--- config.mk ---
export PLATFORM = sky130hd
export DESIGN_NAME = boot_mode_and_stop_control
export DESIGN_NICKNAME = d
export VERILOG_FILES = /design/src/design/boot_stop_pkg.sv /design/src/design/pin_sync.sv /design/src/design/slow_divider.sv /design/src/design/boot_mode_and_stop_control.sv
export SDC_FILE = /design/constraint.sdc
export NUM_CORES = 1
export LEC_CHECK = 0
export BUFFER_PORTS_ARGS = -buffer_cell sky130_fd_sc_hd__buf_2
export CAP_MARGIN = 20
export CORE_ASPECT_RATIO = 0.5
export CORE_UTILIZATION = 58
export DETAILED_ROUTE_END_ITERATION = 8
export PLACE_DENSITY = 0.88
export SYNTH_ARGS = -nofsm -noshare
export SYNTH_HDL_FRONTEND = slang
export SYNTH_SLANG_ARGS = --single-unit
--- constraint.sdc ---
create_clock -name CLK -period 3.3 [get_ports CLK]
set_input_delay 0.33 -clock CLK [delete_from_list [all_inputs] [get_ports CLK]]
set_output_delay 0.33 -clock CLK [all_outputs]
set_load 0.1 [all_outputs]
--- src/design/boot_stop_pkg.sv ---
// Contract
// Latch mode pins at reset release; single-chip only if select low and no high-voltage.
// Board requests bootstrap: high-voltage or select high, capture one high, two low.
// Boot selects: both set loader, low only RAM+1, high only any address, none reserved.
// Security bit set: erase RAM and EEPROM, option register last, before execution. Code erases only on an accepted bootstrap entry, not in single-chip mode.
// Loader routine lives at 0x03B0 through 0x03FD.
// Boot vectors and program select live at 0x7F80 through 0x7FEF.
// Loader stores bytes from 0x0050; first byte is length plus one.
// Loader uses 8N1 serial framing at 9600 baud; host matches.
// After last byte loader halts; reset keeps RAM contents.
// Jump to RAM plus one starts at 0x0051.
// Any address: port A 0xCC, port B high byte, port C low byte.
// Erased EEPROM bytes read 0xFF.
// STOP stops oscillator only while CAN controller sleeps.
// STOP entry clears CPU interrupt mask.
// STOP entry clears slow-mode bit so exit count runs nominal.
// CAN, wired-OR, external interrupt or reset restart oscillator; vectors 0x3FFA, 0x3FFE.
// After wake hold CPU 16 or 4064 internal cycles, then service wake source.
// Interrupt stacking for STOP wake happens only when leaving STOP.
// In STOP: watchdog reset, EEPROM read-only, peripherals frozen, converter off.
// In STOP all registers, memory and lines keep their state.
// Board should supply external clock with the 16-cycle option.
// Slow-mode bit adds divide-by-16 to internal clock; CAN clock exempt.
// Mode latched at reset release stays until next reset.
package boot_stop_pkg;
	localparam logic [15:0] LOADER_ROUTINE_START = 16'h03B0;
	localparam logic [15:0] LOADER_ROUTINE_END = 16'h03FD;
	localparam logic [15:0] BOOT_VECTOR_START = 16'h7F80;
	localparam logic [15:0] BOOT_VECTOR_END = 16'h7FEF;
	localparam logic [15:0] RAM_LOAD_BASE = 16'h0050;
	localparam logic [15:0] RAM_ENTRY = 16'h0051;
	localparam logic [15:0] IRQ_VECTOR = 16'h3FFA;
	localparam logic [15:0] RESET_VECTOR = 16'h3FFE;
	localparam logic [15:0] EE_BASE_DEFAULT = 16'h0100;
	localparam logic [7:0] JUMP_KEY = 8'hCC;
	localparam logic [7:0] EE_ERASED = 8'hFF;
	localparam logic [7:0] RAM_CLEARED = 8'h00;
	localparam logic [7:0] OPTION_CLEARED = 8'h00;
	localparam logic [11:0] STAB_SHORT_CYCLES = 12'h010;
	localparam logic [11:0] STAB_LONG_CYCLES = 12'hFE0;
	localparam logic [3:0] SLOW_DIV_LAST = 4'hF;
	localparam logic [1:0] SETTLE_CYCLES = 2'h2;
	localparam int LOADER_BAUD = 9600;
	localparam int LOADER_XTAL_HZ = 4000000;
	localparam int SYNC_WIDTH = 32;

	typedef enum logic [1:0] {
		BF_RESERVED = 2'b00,
		BF_RAM_PLUS1 = 2'b01,
		BF_ANY_ADDR = 2'b10,
		BF_LOADER = 2'b11
	} boot_func_t;

	typedef enum logic [1:0] {
		MEM_RAM = 2'b00,
		MEM_EEPROM = 2'b01,
		MEM_OPTION = 2'b10
	} mem_sel_t;

	typedef enum logic [3:0] {
		ST_SETTLE = 4'b0000,
		ST_ERASE_RAM = 4'b0001,
		ST_ERASE_EE = 4'b0010,
		ST_ERASE_OPT = 4'b0011,
		ST_STABILISE = 4'b0100,
		ST_RUN = 4'b0101,
		ST_LOAD = 4'b0110,
		ST_HALT = 4'b0111,
		ST_STOP = 4'b1000,
		ST_RESERVED = 4'b1001
	} state_t;
endpackage : boot_stop_pkg

--- src/design/pin_sync.sv ---
`timescale 1ns/1ns
`default_nettype none
module pin_sync #(
	parameter int WIDTH = 8
) (
	input wire logic clk, // Clock
	input wire logic reset_n, // Async reset, active low
	input wire logic ce, // Clock enable
	input wire logic [WIDTH-1:0] d, // Asynchronous inputs
	output logic [WIDTH-1:0] q // Synchronised inputs
);
	typedef struct packed {
		logic [WIDTH-1:0] s1;
		logic [WIDTH-1:0] s2;
	} sync_t;

	sync_t r;
	sync_t n;

	generate
		if (WIDTH < 1) begin : g_bad_width
			$error("pin_sync width must be positive");
		end
	endgenerate

	always_comb begin
		n = r;
		n.s1 = d;
		n.s2 = r.s1;
	end

	always_ff @(posedge clk or negedge reset_n) begin
		if (!reset_n) begin
			r <= '0;
		end else if (ce) begin
			r <= n;
		end
	end

	assign q = r.s2;
endmodule : pin_sync
`default_nettype wire

--- src/design/slow_divider.sv ---
`timescale 1ns/1ns
`default_nettype none
module slow_divider import boot_stop_pkg::*; (
	input wire logic clk, // Clock
	input wire logic reset_n, // Async reset, active low
	input wire logic ce, // Clock enable
	input wire logic slow, // Slow-mode bit
	output logic tick, // Internal cycle strobe
	output logic can_tick // CAN controller strobe, never divided
);
	typedef struct packed {
		logic [3:0] cnt;
		logic tick;
		logic can_tick;
	} div_t;

	div_t r;
	div_t n;

	always_comb begin
		n = r;
		n.can_tick = 1'b1;
		if (slow) begin
			n.tick = (r.cnt == SLOW_DIV_LAST);
			n.cnt = r.cnt + 4'h1;
		end else begin
			n.tick = 1'b1;
			n.cnt = 4'h0;
		end
	end

	always_ff @(posedge clk or negedge reset_n) begin
		if (!reset_n) begin
			r <= '0;
		end else if (ce) begin
			r <= n;
		end
	end

	assign tick = r.tick;
	assign can_tick = r.can_tick;
endmodule : slow_divider
`default_nettype wire

--- src/design/boot_mode_and_stop_control.sv ---
`timescale 1ns/1ns
`default_nettype none
module boot_mode_and_stop_control import boot_stop_pkg::*; #(
	parameter int RAM_BYTES = 352,
	parameter int EE_BYTES = 256,
	parameter logic [15:0] EE_BASE = EE_BASE_DEFAULT,
	parameter bit LONG_STAB = 1'b1
) (
	input wire logic CLK, // 125 MHz clock
	input wire logic RESET_N, // Async reset, active low
	input wire logic CE, // Clock enable, freezes all state when low
	input wire logic MODE_SELECT_PIN, // Mode select pin
	input wire logic IRQ_HIGH_VOLTAGE, // Interrupt pin high-voltage detector
	input wire logic CAPTURE_INPUT_ONE, // Capture input one pin
	input wire logic CAPTURE_INPUT_TWO, // Capture input two pin
	input wire logic BOOT_SELECT_LOW, // Boot function select, low bit
	input wire logic BOOT_SELECT_HIGH, // Boot function select, high bit
	input wire logic [7:0] PORT_A, // Port A pins
	input wire logic [7:0] PORT_B, // Port B pins, jump target high byte
	input wire logic [7:0] PORT_C, // Port C pins, jump target low byte
	input wire logic EXT_IRQ, // External interrupt pin event
	input wire logic WOR_IRQ, // Wired-OR port interrupt pin event
	input wire logic CAN_IRQ, // CAN controller interrupt
	input wire logic CAN_ASLEEP, // CAN controller in sleep state
	input wire logic SECURITY_BIT, // Security bit from option register
	input wire logic STOP_REQ, // CPU executes STOP, one-cycle pulse
	input wire logic SLOW_MODE_WRITE, // Write strobe for slow-mode bit
	input wire logic SLOW_MODE_DATA, // Value written to slow-mode bit
	input wire logic RX_VALID, // Received serial byte strobe
	input wire logic [7:0] RX_DATA, // Received serial byte
	output logic SINGLE_CHIP, // Single-chip mode latched
	output logic BOOT_MODE, // Bootstrap mode latched
	output logic [1:0] BOOT_FUNC, // Latched boot function
	output logic CPU_HOLD, // CPU held
	output logic START_VALID, // Start address strobe
	output logic [15:0] START_ADDR, // Address CPU starts from
	output logic WAKE_STACK, // Stack interrupt frame now
	output logic CLEAR_IMASK, // Clear CPU interrupt mask
	output logic OSC_ENABLE, // Oscillator running
	output logic SLOW_MODE_BIT, // Slow-mode bit
	output logic INTERNAL_TICK, // Internal cycle strobe
	output logic CAN_TICK, // CAN clock strobe
	output logic WATCHDOG_CLEAR, // Watchdog held reset
	output logic EEPROM_READ_ONLY, // EEPROM write lock
	output logic PERIPH_FREEZE, // Serial, timer, modulator, converter frozen
	output logic IO_HOLD, // I/O lines hold state
	output logic SCI_LOADER_CFG, // Serial port in loader 8N1 setup
	output logic MEM_WE, // Memory write strobe
	output logic [1:0] MEM_SEL, // Memory target
	output logic [15:0] MEM_ADDR, // Memory address
	output logic [7:0] MEM_WDATA, // Memory write data
	output logic LOADER_HALTED // Loader finished, waiting
);
	typedef struct packed {
		state_t st;
		logic [1:0] settle;
		logic single;
		logic boot;
		boot_func_t func;
		logic [15:0] target;
		logic [11:0] stab;
		logic wake_irq;
		logic [15:0] idx;
		logic [7:0] count;
		logic slow;
		logic stopped;
		logic cpu_hold;
		logic start_valid;
		logic [15:0] start_addr;
		logic wake_stack;
		logic clr_imask;
		logic osc_en;
		logic sci_cfg;
		logic mem_we;
		mem_sel_t mem_sel;
		logic [15:0] mem_addr;
		logic [7:0] mem_wdata;
		logic halted;
	} ctl_t;

	localparam logic [11:0] STAB_LIMIT = LONG_STAB ? STAB_LONG_CYCLES : STAB_SHORT_CYCLES;
	localparam logic [15:0] RAM_LAST = 16'(RAM_BYTES - 1);
	localparam logic [15:0] EE_LAST = 16'(EE_BYTES - 1);

	generate
		if (RAM_BYTES < 1 || RAM_BYTES > 65536 - 80) begin : g_bad_ram
			$error("RAM_BYTES out of range");
		end
		if (EE_BYTES < 1 || EE_BYTES > 65536) begin : g_bad_ee
			$error("EE_BYTES out of range");
		end
		if (int'(EE_BASE) + EE_BYTES > 65536) begin : g_bad_ee_span
			$error("EEPROM window runs past the address space");
		end
	endgenerate

	logic [SYNC_WIDTH-1:0] pins_raw;
	logic [SYNC_WIDTH-1:0] pins;
	logic mds_s;
	logic hv_s;
	logic cap1_s;
	logic cap2_s;
	logic bsl_s;
	logic bsh_s;
	logic [7:0] pa_s;
	logic [7:0] pb_s;
	logic [7:0] pc_s;
	logic ext_s;
	logic wor_s;
	logic tick;
	logic can_tick;

	assign pins_raw = {MODE_SELECT_PIN, IRQ_HIGH_VOLTAGE, CAPTURE_INPUT_ONE, CAPTURE_INPUT_TWO,
		BOOT_SELECT_LOW, BOOT_SELECT_HIGH, PORT_A, PORT_B, PORT_C, EXT_IRQ, WOR_IRQ};
	assign {mds_s, hv_s, cap1_s, cap2_s, bsl_s, bsh_s, pa_s, pb_s, pc_s, ext_s, wor_s} = pins;

	pin_sync #(
		.WIDTH(SYNC_WIDTH)
	) u_sync (
		.clk(CLK),
		.reset_n(RESET_N),
		.ce(CE),
		.d(pins_raw),
		.q(pins)
	);

	ctl_t r;
	ctl_t n;

	slow_divider u_div (
		.clk(CLK),
		.reset_n(RESET_N),
		.ce(CE),
		.slow(r.slow),
		.tick(tick),
		.can_tick(can_tick)
	);

	always_comb begin
		logic not_single;
		logic boot_ok;
		logic key_ok;
		boot_func_t f;
		logic last_byte;
		not_single = 1'b0;
		boot_ok = 1'b0;
		key_ok = 1'b0;
		f = BF_RESERVED;
		last_byte = 1'b0;
		n = r;
		n.start_valid = 1'b0;
		n.wake_stack = 1'b0;
		n.clr_imask = 1'b0;
		n.mem_we = 1'b0;
		if (SLOW_MODE_WRITE) begin
			n.slow = SLOW_MODE_DATA;
		end
		unique case (r.st)
			ST_SETTLE: begin
				if (r.settle == SETTLE_CYCLES) begin
					not_single = mds_s || hv_s;
					boot_ok = not_single && cap1_s && !cap2_s;
					f = boot_func_t'({bsh_s, bsl_s});
					key_ok = (pa_s == JUMP_KEY);
					n.single = !not_single;
					n.boot = boot_ok;
					n.func = f;
					unique case (f)
						BF_LOADER: n.target = LOADER_ROUTINE_START;
						BF_RAM_PLUS1: n.target = RAM_ENTRY;
						BF_ANY_ADDR: n.target = {pb_s, pc_s};
						BF_RESERVED: n.target = BOOT_VECTOR_START;
					endcase
					if (!not_single) begin
						n.target = RESET_VECTOR;
						n.st = ST_STABILISE;
					end else if (!boot_ok || f == BF_RESERVED || (f == BF_ANY_ADDR && !key_ok)) begin
						n.st = ST_RESERVED;
					end else if (SECURITY_BIT) begin
						n.idx = 16'h0000;
						n.st = ST_ERASE_RAM;
					end else begin
						n.st = ST_STABILISE;
					end
				end else begin
					n.settle = r.settle + 2'h1;
				end
			end
			ST_ERASE_RAM: begin
				n.mem_we = 1'b1;
				n.mem_sel = MEM_RAM;
				n.mem_addr = RAM_LOAD_BASE + r.idx;
				n.mem_wdata = RAM_CLEARED;
				if (r.idx == RAM_LAST) begin
					n.idx = 16'h0000;
					n.st = ST_ERASE_EE;
				end else begin
					n.idx = r.idx + 16'h0001;
				end
			end
			ST_ERASE_EE: begin
				n.mem_we = 1'b1;
				n.mem_sel = MEM_EEPROM;
				n.mem_addr = EE_BASE + r.idx;
				n.mem_wdata = EE_ERASED;
				if (r.idx == EE_LAST) begin
					n.idx = 16'h0000;
					n.st = ST_ERASE_OPT;
				end else begin
					n.idx = r.idx + 16'h0001;
				end
			end
			ST_ERASE_OPT: begin
				// Option register goes last so the security bit stays set until memory is clean
				n.mem_we = 1'b1;
				n.mem_sel = MEM_OPTION;
				n.mem_addr = 16'h0000;
				n.mem_wdata = OPTION_CLEARED;
				n.st = ST_STABILISE;
			end
			ST_STABILISE: begin
				n.cpu_hold = 1'b1;
				if (tick) begin
					if (r.stab == STAB_LIMIT - 12'h001) begin
						n.stab = 12'h000;
						n.cpu_hold = 1'b0;
						n.start_valid = 1'b1;
						n.start_addr = r.wake_irq ? IRQ_VECTOR : r.target;
						n.wake_stack = r.wake_irq;
						n.wake_irq = 1'b0;
						if (r.boot && r.func == BF_LOADER && !r.wake_irq) begin
							n.idx = 16'h0000;
							n.sci_cfg = 1'b1;
							n.st = ST_LOAD;
						end else begin
							n.st = ST_RUN;
						end
					end else begin
						n.stab = r.stab + 12'h001;
					end
				end
			end
			ST_RUN: begin
				if (STOP_REQ && CAN_ASLEEP) begin
					n.osc_en = 1'b0;
					n.stopped = 1'b1;
					n.clr_imask = 1'b1;
					n.slow = 1'b0;
					n.cpu_hold = 1'b1;
					n.st = ST_STOP;
				end
			end
			ST_LOAD: begin
				if (RX_VALID) begin
					n.mem_we = 1'b1;
					n.mem_sel = MEM_RAM;
					n.mem_addr = RAM_LOAD_BASE + {8'h00, r.idx[7:0]};
					n.mem_wdata = RX_DATA;
					if (r.idx[7:0] == 8'h00) begin
						n.count = RX_DATA;
						last_byte = (RX_DATA <= 8'h01);
					end else begin
						last_byte = ((r.idx[7:0] + 8'h01) >= r.count);
					end
					n.idx = r.idx + 16'h0001;
					if (last_byte) begin
						n.halted = 1'b1;
						n.st = ST_HALT;
					end
				end
			end
			ST_HALT: begin
				n.halted = 1'b1;
			end
			ST_STOP: begin
				if (CAN_IRQ || wor_s || ext_s) begin
					n.osc_en = 1'b1;
					n.stopped = 1'b0;
					n.wake_irq = 1'b1;
					n.stab = 12'h000;
					n.st = ST_STABILISE;
				end
			end
			ST_RESERVED: begin
				n.cpu_hold = 1'b1;
			end
			default: begin
				n.st = ST_RESERVED;
			end
		endcase
	end

	// RAM is not cleared by reset itself, so a loaded program survives for the next boot function unless SECURITY_BIT sends it through ST_ERASE_RAM
	always_ff @(posedge CLK or negedge RESET_N) begin
		if (!RESET_N) begin
			r <= '0;
			r.cpu_hold <= 1'b1;
			r.osc_en <= 1'b1;
		end else if (CE) begin
			r <= n;
		end
	end

	assign SINGLE_CHIP = r.single;
	assign BOOT_MODE = r.boot;
	assign BOOT_FUNC = r.func;
	assign CPU_HOLD = r.cpu_hold;
	assign START_VALID = r.start_valid;
	assign START_ADDR = r.start_addr;
	assign WAKE_STACK = r.wake_stack;
	assign CLEAR_IMASK = r.clr_imask;
	assign OSC_ENABLE = r.osc_en;
	assign SLOW_MODE_BIT = r.slow;
	assign INTERNAL_TICK = tick;
	assign CAN_TICK = can_tick;
	assign WATCHDOG_CLEAR = r.stopped;
	assign EEPROM_READ_ONLY = r.stopped;
	assign PERIPH_FREEZE = r.stopped;
	assign IO_HOLD = r.stopped;
	assign SCI_LOADER_CFG = r.sci_cfg;
	assign MEM_WE = r.mem_we;
	assign MEM_SEL = r.mem_sel;
	assign MEM_ADDR = r.mem_addr;
	assign MEM_WDATA = r.mem_wdata;
	assign LOADER_HALTED = r.halted;
endmodule : boot_mode_and_stop_control
`default_nettype wire

==> out/qor.yml, run 1 <==
initial_core_util: 0.6075
synth_top_area_cell: "dfrtp_1"
setup_ws_ns: 0.09529
rsz0062_at_grt: "no"
seq_power_share: 0.509
antenna_found_initial: 1
worstPathMaxFanout: 8
pre_cts_ws_ns: 0.1734
syn_area_sq_um: 9001
synthesis.nets: 963
ir_drop_v: 0.0003356
intPower_uw: 3542
hpwl_um: 13180
powerDensity_nw_per_um2: 478.3
grt_max_degree: 84
cp_slowest_stage_delay_ns: 0.71
cts_sinks: 185
async_flop_share: 1.000
post_dp_cell_area_sq_um: 9465
cp_slowest_cell: "or4b_1"
port_buffers: 110
synth-seq-cells: 185
grt_pass1_wl_um: 32310
chipHeight_um: 90.09
numCtsBuffers: 17
die-area_sq_um: 16050
period_minus_slack_ns: 3.205
routabilityCongestion: 0.9006
final_nets: 1020
finish.utilization: 0.6784
ys_warn_count: 0
grt_pass1_vias: 6572
drtIter0Drc: 572
critPathKind: "reg2reg"
n_antenna_cell: 0
grt_usage: 0.2547
maxCapViolCount: 0
syn_inst: 894
path_clk_slew_ns: 0.08
synth_top_area_frac: 0.5088
syn_to_final_growth_pct: 11.68
static-leakage-power_uw: 0.004733
ys_seq_area_frac: 0.5146
required_ns: 3.65
fp.coreArea_sq_um: 14820
power_frac_clock: 0.414
drt-total-wl_um: 19240
end_kind: "flop"
num_rows: 31
slew_headroom: 0.3999
fmax_ghz: 0.3120
htreeDepth: 4
dr.pass1.iters: 5
clk_latency_ns: 0.44
worstPathArrival_ns: 3.55
setup_viol: 0
final_antenna_net_count: 0
status: "completed"
cts_max_path_buffers: 2
skew_ns: 0.01167
drive_gt1_frac: 0.2531
switching_share: 0.2632
finalHoldViolations: 0
path_cells: "ha_1, nand3_1, or4_4, a311o_1, or4b_1, or3_4, o31ai_2"
synth-edff-count: 0
root_buffer: "clkbuf_16"
hold_path_class: "in2reg"
switchingPower_uw: 1266
routedWlPerCell_um: 16.56
cp-start-kind: "flop"
setup_tns_ns: 0
ys.flop_type: "dfrtp_1"
tritoncts: "done"
synth.distinct_cells: 65
die_w_um: 178.2
pwr-share-comb: 0.077
drc: 0
vias_per_cell: 5.814
slew_violations: 0
gr-total-overflow: 0
postSynthAreaPerCell_sq_um: 10.07
synth_area_leaders: "dfrtp_1 51%, mux2_2 8.8%, o21ai_0 4.6%"
design_area_sq_um: 10050
ios: 111
vias: 6756
tightest_slew_ns: 0.8774
fin_crit_sh: 0.9711
stage by stage:
step                power, uW  hold slack [ns]  instances
floorplan                2696          0.03441        894
global placement         2831           0.3681       1129
detailed placement       2854           0.3709       1129
CTS                      4852           0.1084       1162
global route             5010           0.1044       1162
finish                   4808           0.1221       1162
path summary, 6_finish.rpt:
path | from | slack [ns] | cells after the start | endpoint
max in group asynchronous | RESET_N | 1.96 | 3 | MEM_ADDR[9]
worst max register to register | r[77] | 0.1 | 7 | r[74]
min in group asynchronous | RESET_N | 0.46 | 2 | u_sync.q[23]
worst min register to register | OSC_ENABLE | 0.46 | 2 | OSC_ENABLE
worst min-delay path | PORT_A[2] | 0.12 | 2 | u_sync.n[20]
worst max-delay path | r[77] | 0.1 | 7 | r[74]
cell usage in the layout, fill, tap and decap left out, drive strengths merged, types with 6 or more instances in the layout:
cell type	instances
a21o	7
a21oi	51
a22o	6
a31oi	7
and3	8
buf	131
clkbuf	18
dfrtp	183
ha	19
inv	44
mux2	70
nand2	83
nand2b	11
nand3	19
nand3b	7
nand4	7
nor2	75
nor2b	11
nor3	13
o21ai	93
o31ai	8
o41ai	7
or2	7
xor2	11
flip-flops by register name (all words and copies together), names as in the netlist, 4 cells and up:
register and flops:
r 59, u_div.r 4, u_sync.q 32, START_ADDR 16, MEM_ADDR 16, u_sync.n 32, MEM_WDATA 8
cells by family after synthesis:
kind of cell | count (synthesis) | share of synthesized area
AND/OR/NAND/NOR | 266 | 0.1433
buffers and inverters | 129 | 0.07353
adder cells (fa/ha/maj) | 19 | 0.02641
AO/OA/AOI/OAI | 207 | 0.1368
XOR/XNOR | 16 | 0.01557
multiplexers | 72 | 0.08980
flip-flops | 185 | 0.5146
metal layers:
layer  wire length (um)  track usage  vias up
met3               1059      0.06430       26
met5                 10            0        -
met1               8794       0.3433     3330
met4                210      0.05791        2
li1                   -            -     3192
met2               9166       0.4150      206
critical path: cells and delay by family (launching register included):
kind / cells / cell delay (ns)
compound gates: 2 / 0.60
fa+ha+maj: 1 / 0.24
flops: 1 / 0.45
simple gates: 4 / 1.81
power by group through the flow:
stage / Clock [uW] / Combinational [uW] / Sequential (uW)
after global routing: 2140 / 411 / 2460
after global placement: 0 / 352 / 2480
after floorplan: 0 / 211 / 2490
after detailed placement: 0 / 367 / 2490
after CTS: 2030 / 375 / 2450
final: 1990 / 370 / 2450
cells in the mapped netlist (8+ instances only):
master,number
ha_1,19
clkbuf_1,42
o21ai_0,82
xor2_1,11
and3_1,8
nand3_1,19
a21oi_1,51
nand2b_1,11
nor2_1,75
inv_1,35
nand2_1,82
nor3_1,13
o21ai_1,11
buf_4,47
nor2b_1,11
mux2_2,70
dfrtp_1,183
area by class of cell:
class,instances,area [sq um]
flip-flops and latches,185,4632
clock inverters,14,147.6
repair buffers,132,752.0
well taps,198,247.7
clock buffers,18,429.2
multi-input cells,580,3712
fillers,1087,4765
inverters,35,131.4
timing repair:
| action | CTS | global route |
|---|---|---|
| setup buffers | 0 | 0 |
| endpoints found under the hold margin | 69 | 0 |
| gates resized for setup | 0 | 0 |
| hold buffers | 1 | 0 |
Note: power is estimated with default switching activity, not from simulation.
==> run 2, diff against run 1 <==
- ABC_AREA: not set -> 1
- CORE_UTILIZATION: 58 -> 59
- PLACE_DENSITY: 0.88 -> 0.89
- SLEW_MARGIN: not set -> 20
==> out/qor.yml, run 2 <==
ys_warn_count: 0
drt-total-wl_um: 20970
final_cell_mix: "362 x nand2_1, 183 x dfrtp_1, 109 x buf_2"
finalHoldViolations: 0
synth-xor-area-share: 0.009462
synth_mux_area_frac: 0.001217
cp_common_cell: "nand2_1"
gr-total-overflow: 0
synth-simple-area-share: 0.2406
drive_gt1_frac: 0.1647
worstPathMaxFanout: 9
r2r_slack_ns: 0.50
synth_compound_area_frac: 0.1210
status: "finished, violations left"
final_common_cell: "nand2_1"
htreeDepth: 4
synth-seq-cells: 185
ys.flop_type: "dfrtp_1"
cts_sinks: 185
synth-edff-count: 0
num_rows: 31
endpoint: "r[114]"
initial_core_util: 0.6215
async_flop_share: 1.000
finish.utilization: 0.6899
critPathKind: "reg2reg"
layout.cells.non_filler: 1400
post_dp_cell_area_sq_um: 9637
syn_inst: 1132
wl_met1_um: 9151
skew_ns: 0.01480
vias: 7681
post_cts_resized: 0
synth_top_area_frac: 0.4947
die-area_sq_um: 16220
grt_pass1_vias: 7428
final_nets: 1258
synthesis.nets: 1201
routedWlPerCell_um: 14.98
synthAdderAreaFrac: 0.02568
period_minus_slack_ns: 2.801
grt_pass1_wl_um: 35450
synth_most_common_cell: "nand2_1"
hp-start: "PORT_A[6]"
critPathLaunch: "r[66]"
dr.pass1.iters: 7
required_ns: 3.62
tritoncts: "done"
grt_max_degree: 92
r2r_end: "r[114]"
drc: 6
setup_tns_ns: 0
synth_top_family_by_area: "simple AND/OR/NAND/NOR gates"
syn_area_sq_um: 9256
grt_usage: 0.2754
final_antenna_net_count: 0
hold_path_class: "in2reg"
antenna_found_initial: 0
n_antenna_cell: 0
ys_seq_area_frac: 0.5004
vias_per_cell: 5.486
clk_latency_ns: 0.44
numCtsBuffers: 17
largest_reg_flops: 59
whs_ns: 0.08320
synth.distinct_cells: 49
fp.coreArea_sq_um: 14890
wl_met2_um: 10260
port_buffers: 110
path_clk_slew_ns: 0.08
setup_viol: 0
end_kind: "flop"
drtIter0Drc: 816
synth_top_area_cell: "dfrtp_1"
synth_area_leaders: "dfrtp_1 49%, nand2_1 15%, buf_4 4.0%"
powerDensity_nw_per_um2: 930.9
die_w_um: 179.1
fin_crit_sh: 0.8487
ir_drop_v: 0.0007656
routabilityCongestion: 0.9220
violations: "DRC"
tightest_slew_ns: 0.8229
top_register: "r"
ios: 111
worstReg2RegStart: "r[66]"
cp-start-kind: "flop"
hpwl_um: 14540
worst-r2r-cell-count: 15
path_cells: "inv_1, nor3_1, nand2_1, nor2_1, nor2_1, ha_1, nand2_1, nor2_1, nand4_1, nand3_1, nand2_1, nand2_1, nand3_1, nand2_1, nand2_1"
slew_headroom: 0.4514
yosys-top-cells-count: "362 x nand2_1, 183 x dfrtp_1, 93 x inv_1, 71 x nor2_1, 61 x o21ai_0"
root_buffer: "clkbuf_16"
design_area_sq_um: 10280
post-place-cells: 1367
wl_met3_um: 980
cp_slowest_stage_delay_ns: 0.49
maxCapViolCount: 0
chipHeight_um: 90.57
top_layer: "met4"
worstPathArrival_ns: 3.12
postSynthAreaPerCell_sq_um: 8.177
rsz0062_at_grt: "no"
syn_to_final_growth_pct: 11.02
fmax_ghz: 0.3571
slew_violations: 0
cts_max_path_buffers: 2
static-leakage-power_uw: 0.005286
cp_slowest_cell: "dfrtp_1"
## run 2: changes by cell type after synthesis, moves of 22 or more
cell	before	now
nand2_1	82	362
nand3_1	19	47
a21oi_1	51	29
inv_1	35	93
o21ai_1	11	47
mux2_2	70	1
## run 2: kinds of logic (layout without fill, tap and decap cells)
kind of cell | after synthesis | after routing
buffers and inverters | 195 | 265
XOR/XNOR | 10 | 10
AND/OR/NAND/NOR | 532 | 532
multiplexers | 1 | 1
adder cells (fa/ha/maj) | 19 | 19
flip-flops | 185 | 185
AO/OA/AOI/OAI | 190 | 190
## run 2: worst min-delay path by stage
stage	end	slack (ns)	depth (start not counted)
after detailed placement	u_div.can_tick	0.45	1
final	u_sync.n[24]	0.08	3
after floorplan	BOOT_FUNC[0]	0.03	0
after global placement	LOADER_HALTED	0.44	1
after global routing	u_sync.n[24]	0.08	3
after CTS	u_sync.n[28]	0.08	3
## run 2: what timing repair did
action                    in CTS  in global routing
hold endpoints to repair      15                  0
setup buffers                  0                  0
hold buffers                   1                  0
## run 2: routing by layer
layer / vias to the layer above / global-route usage
li1: 3731 / -
met1: 3625 / 0.3620
met2: 264 / 0.4601
met3: 61 / 0.04377
met4: 0 / 0.1050
met5: - / 0
## run 2: area by class of cell
class                           instances  area [sq um]
Sequential cell                       185          4632
Fill cell                            1152          4618
Multi-Input combinational cell        752          3684
Timing Repair Buffer                  120         659.4
Clock buffer                           18         439.2
Inverter                              113         424.2
Tap cell                              198         247.7
Clock inverter                         14         190.2
## run 2: critical path, delay by kind of cell, from the launching register on
family        cells  cell delay (ns)
fa+ha+maj         1             0.30
flops             1             0.49
buf+inv           1             0.11
simple gates     13             1.78
## run 2: per-stage QoR
step	worst slack [ns]	power (uW)
finish	0.4994	9566
global route	0.2624	10050
CTS	0.5424	9579
detailed placement	0.6673	7438
global placement	0.8353	7324
floorplan	1.064	6874
## run 2: power by group
part,switching (uW),internal (uW),leakage (uW),total [uW]
combinational,3250,909,0.00265,4160
clock,1050,1060,0.000302,2110
sequential,446,2850,0.00234,3300
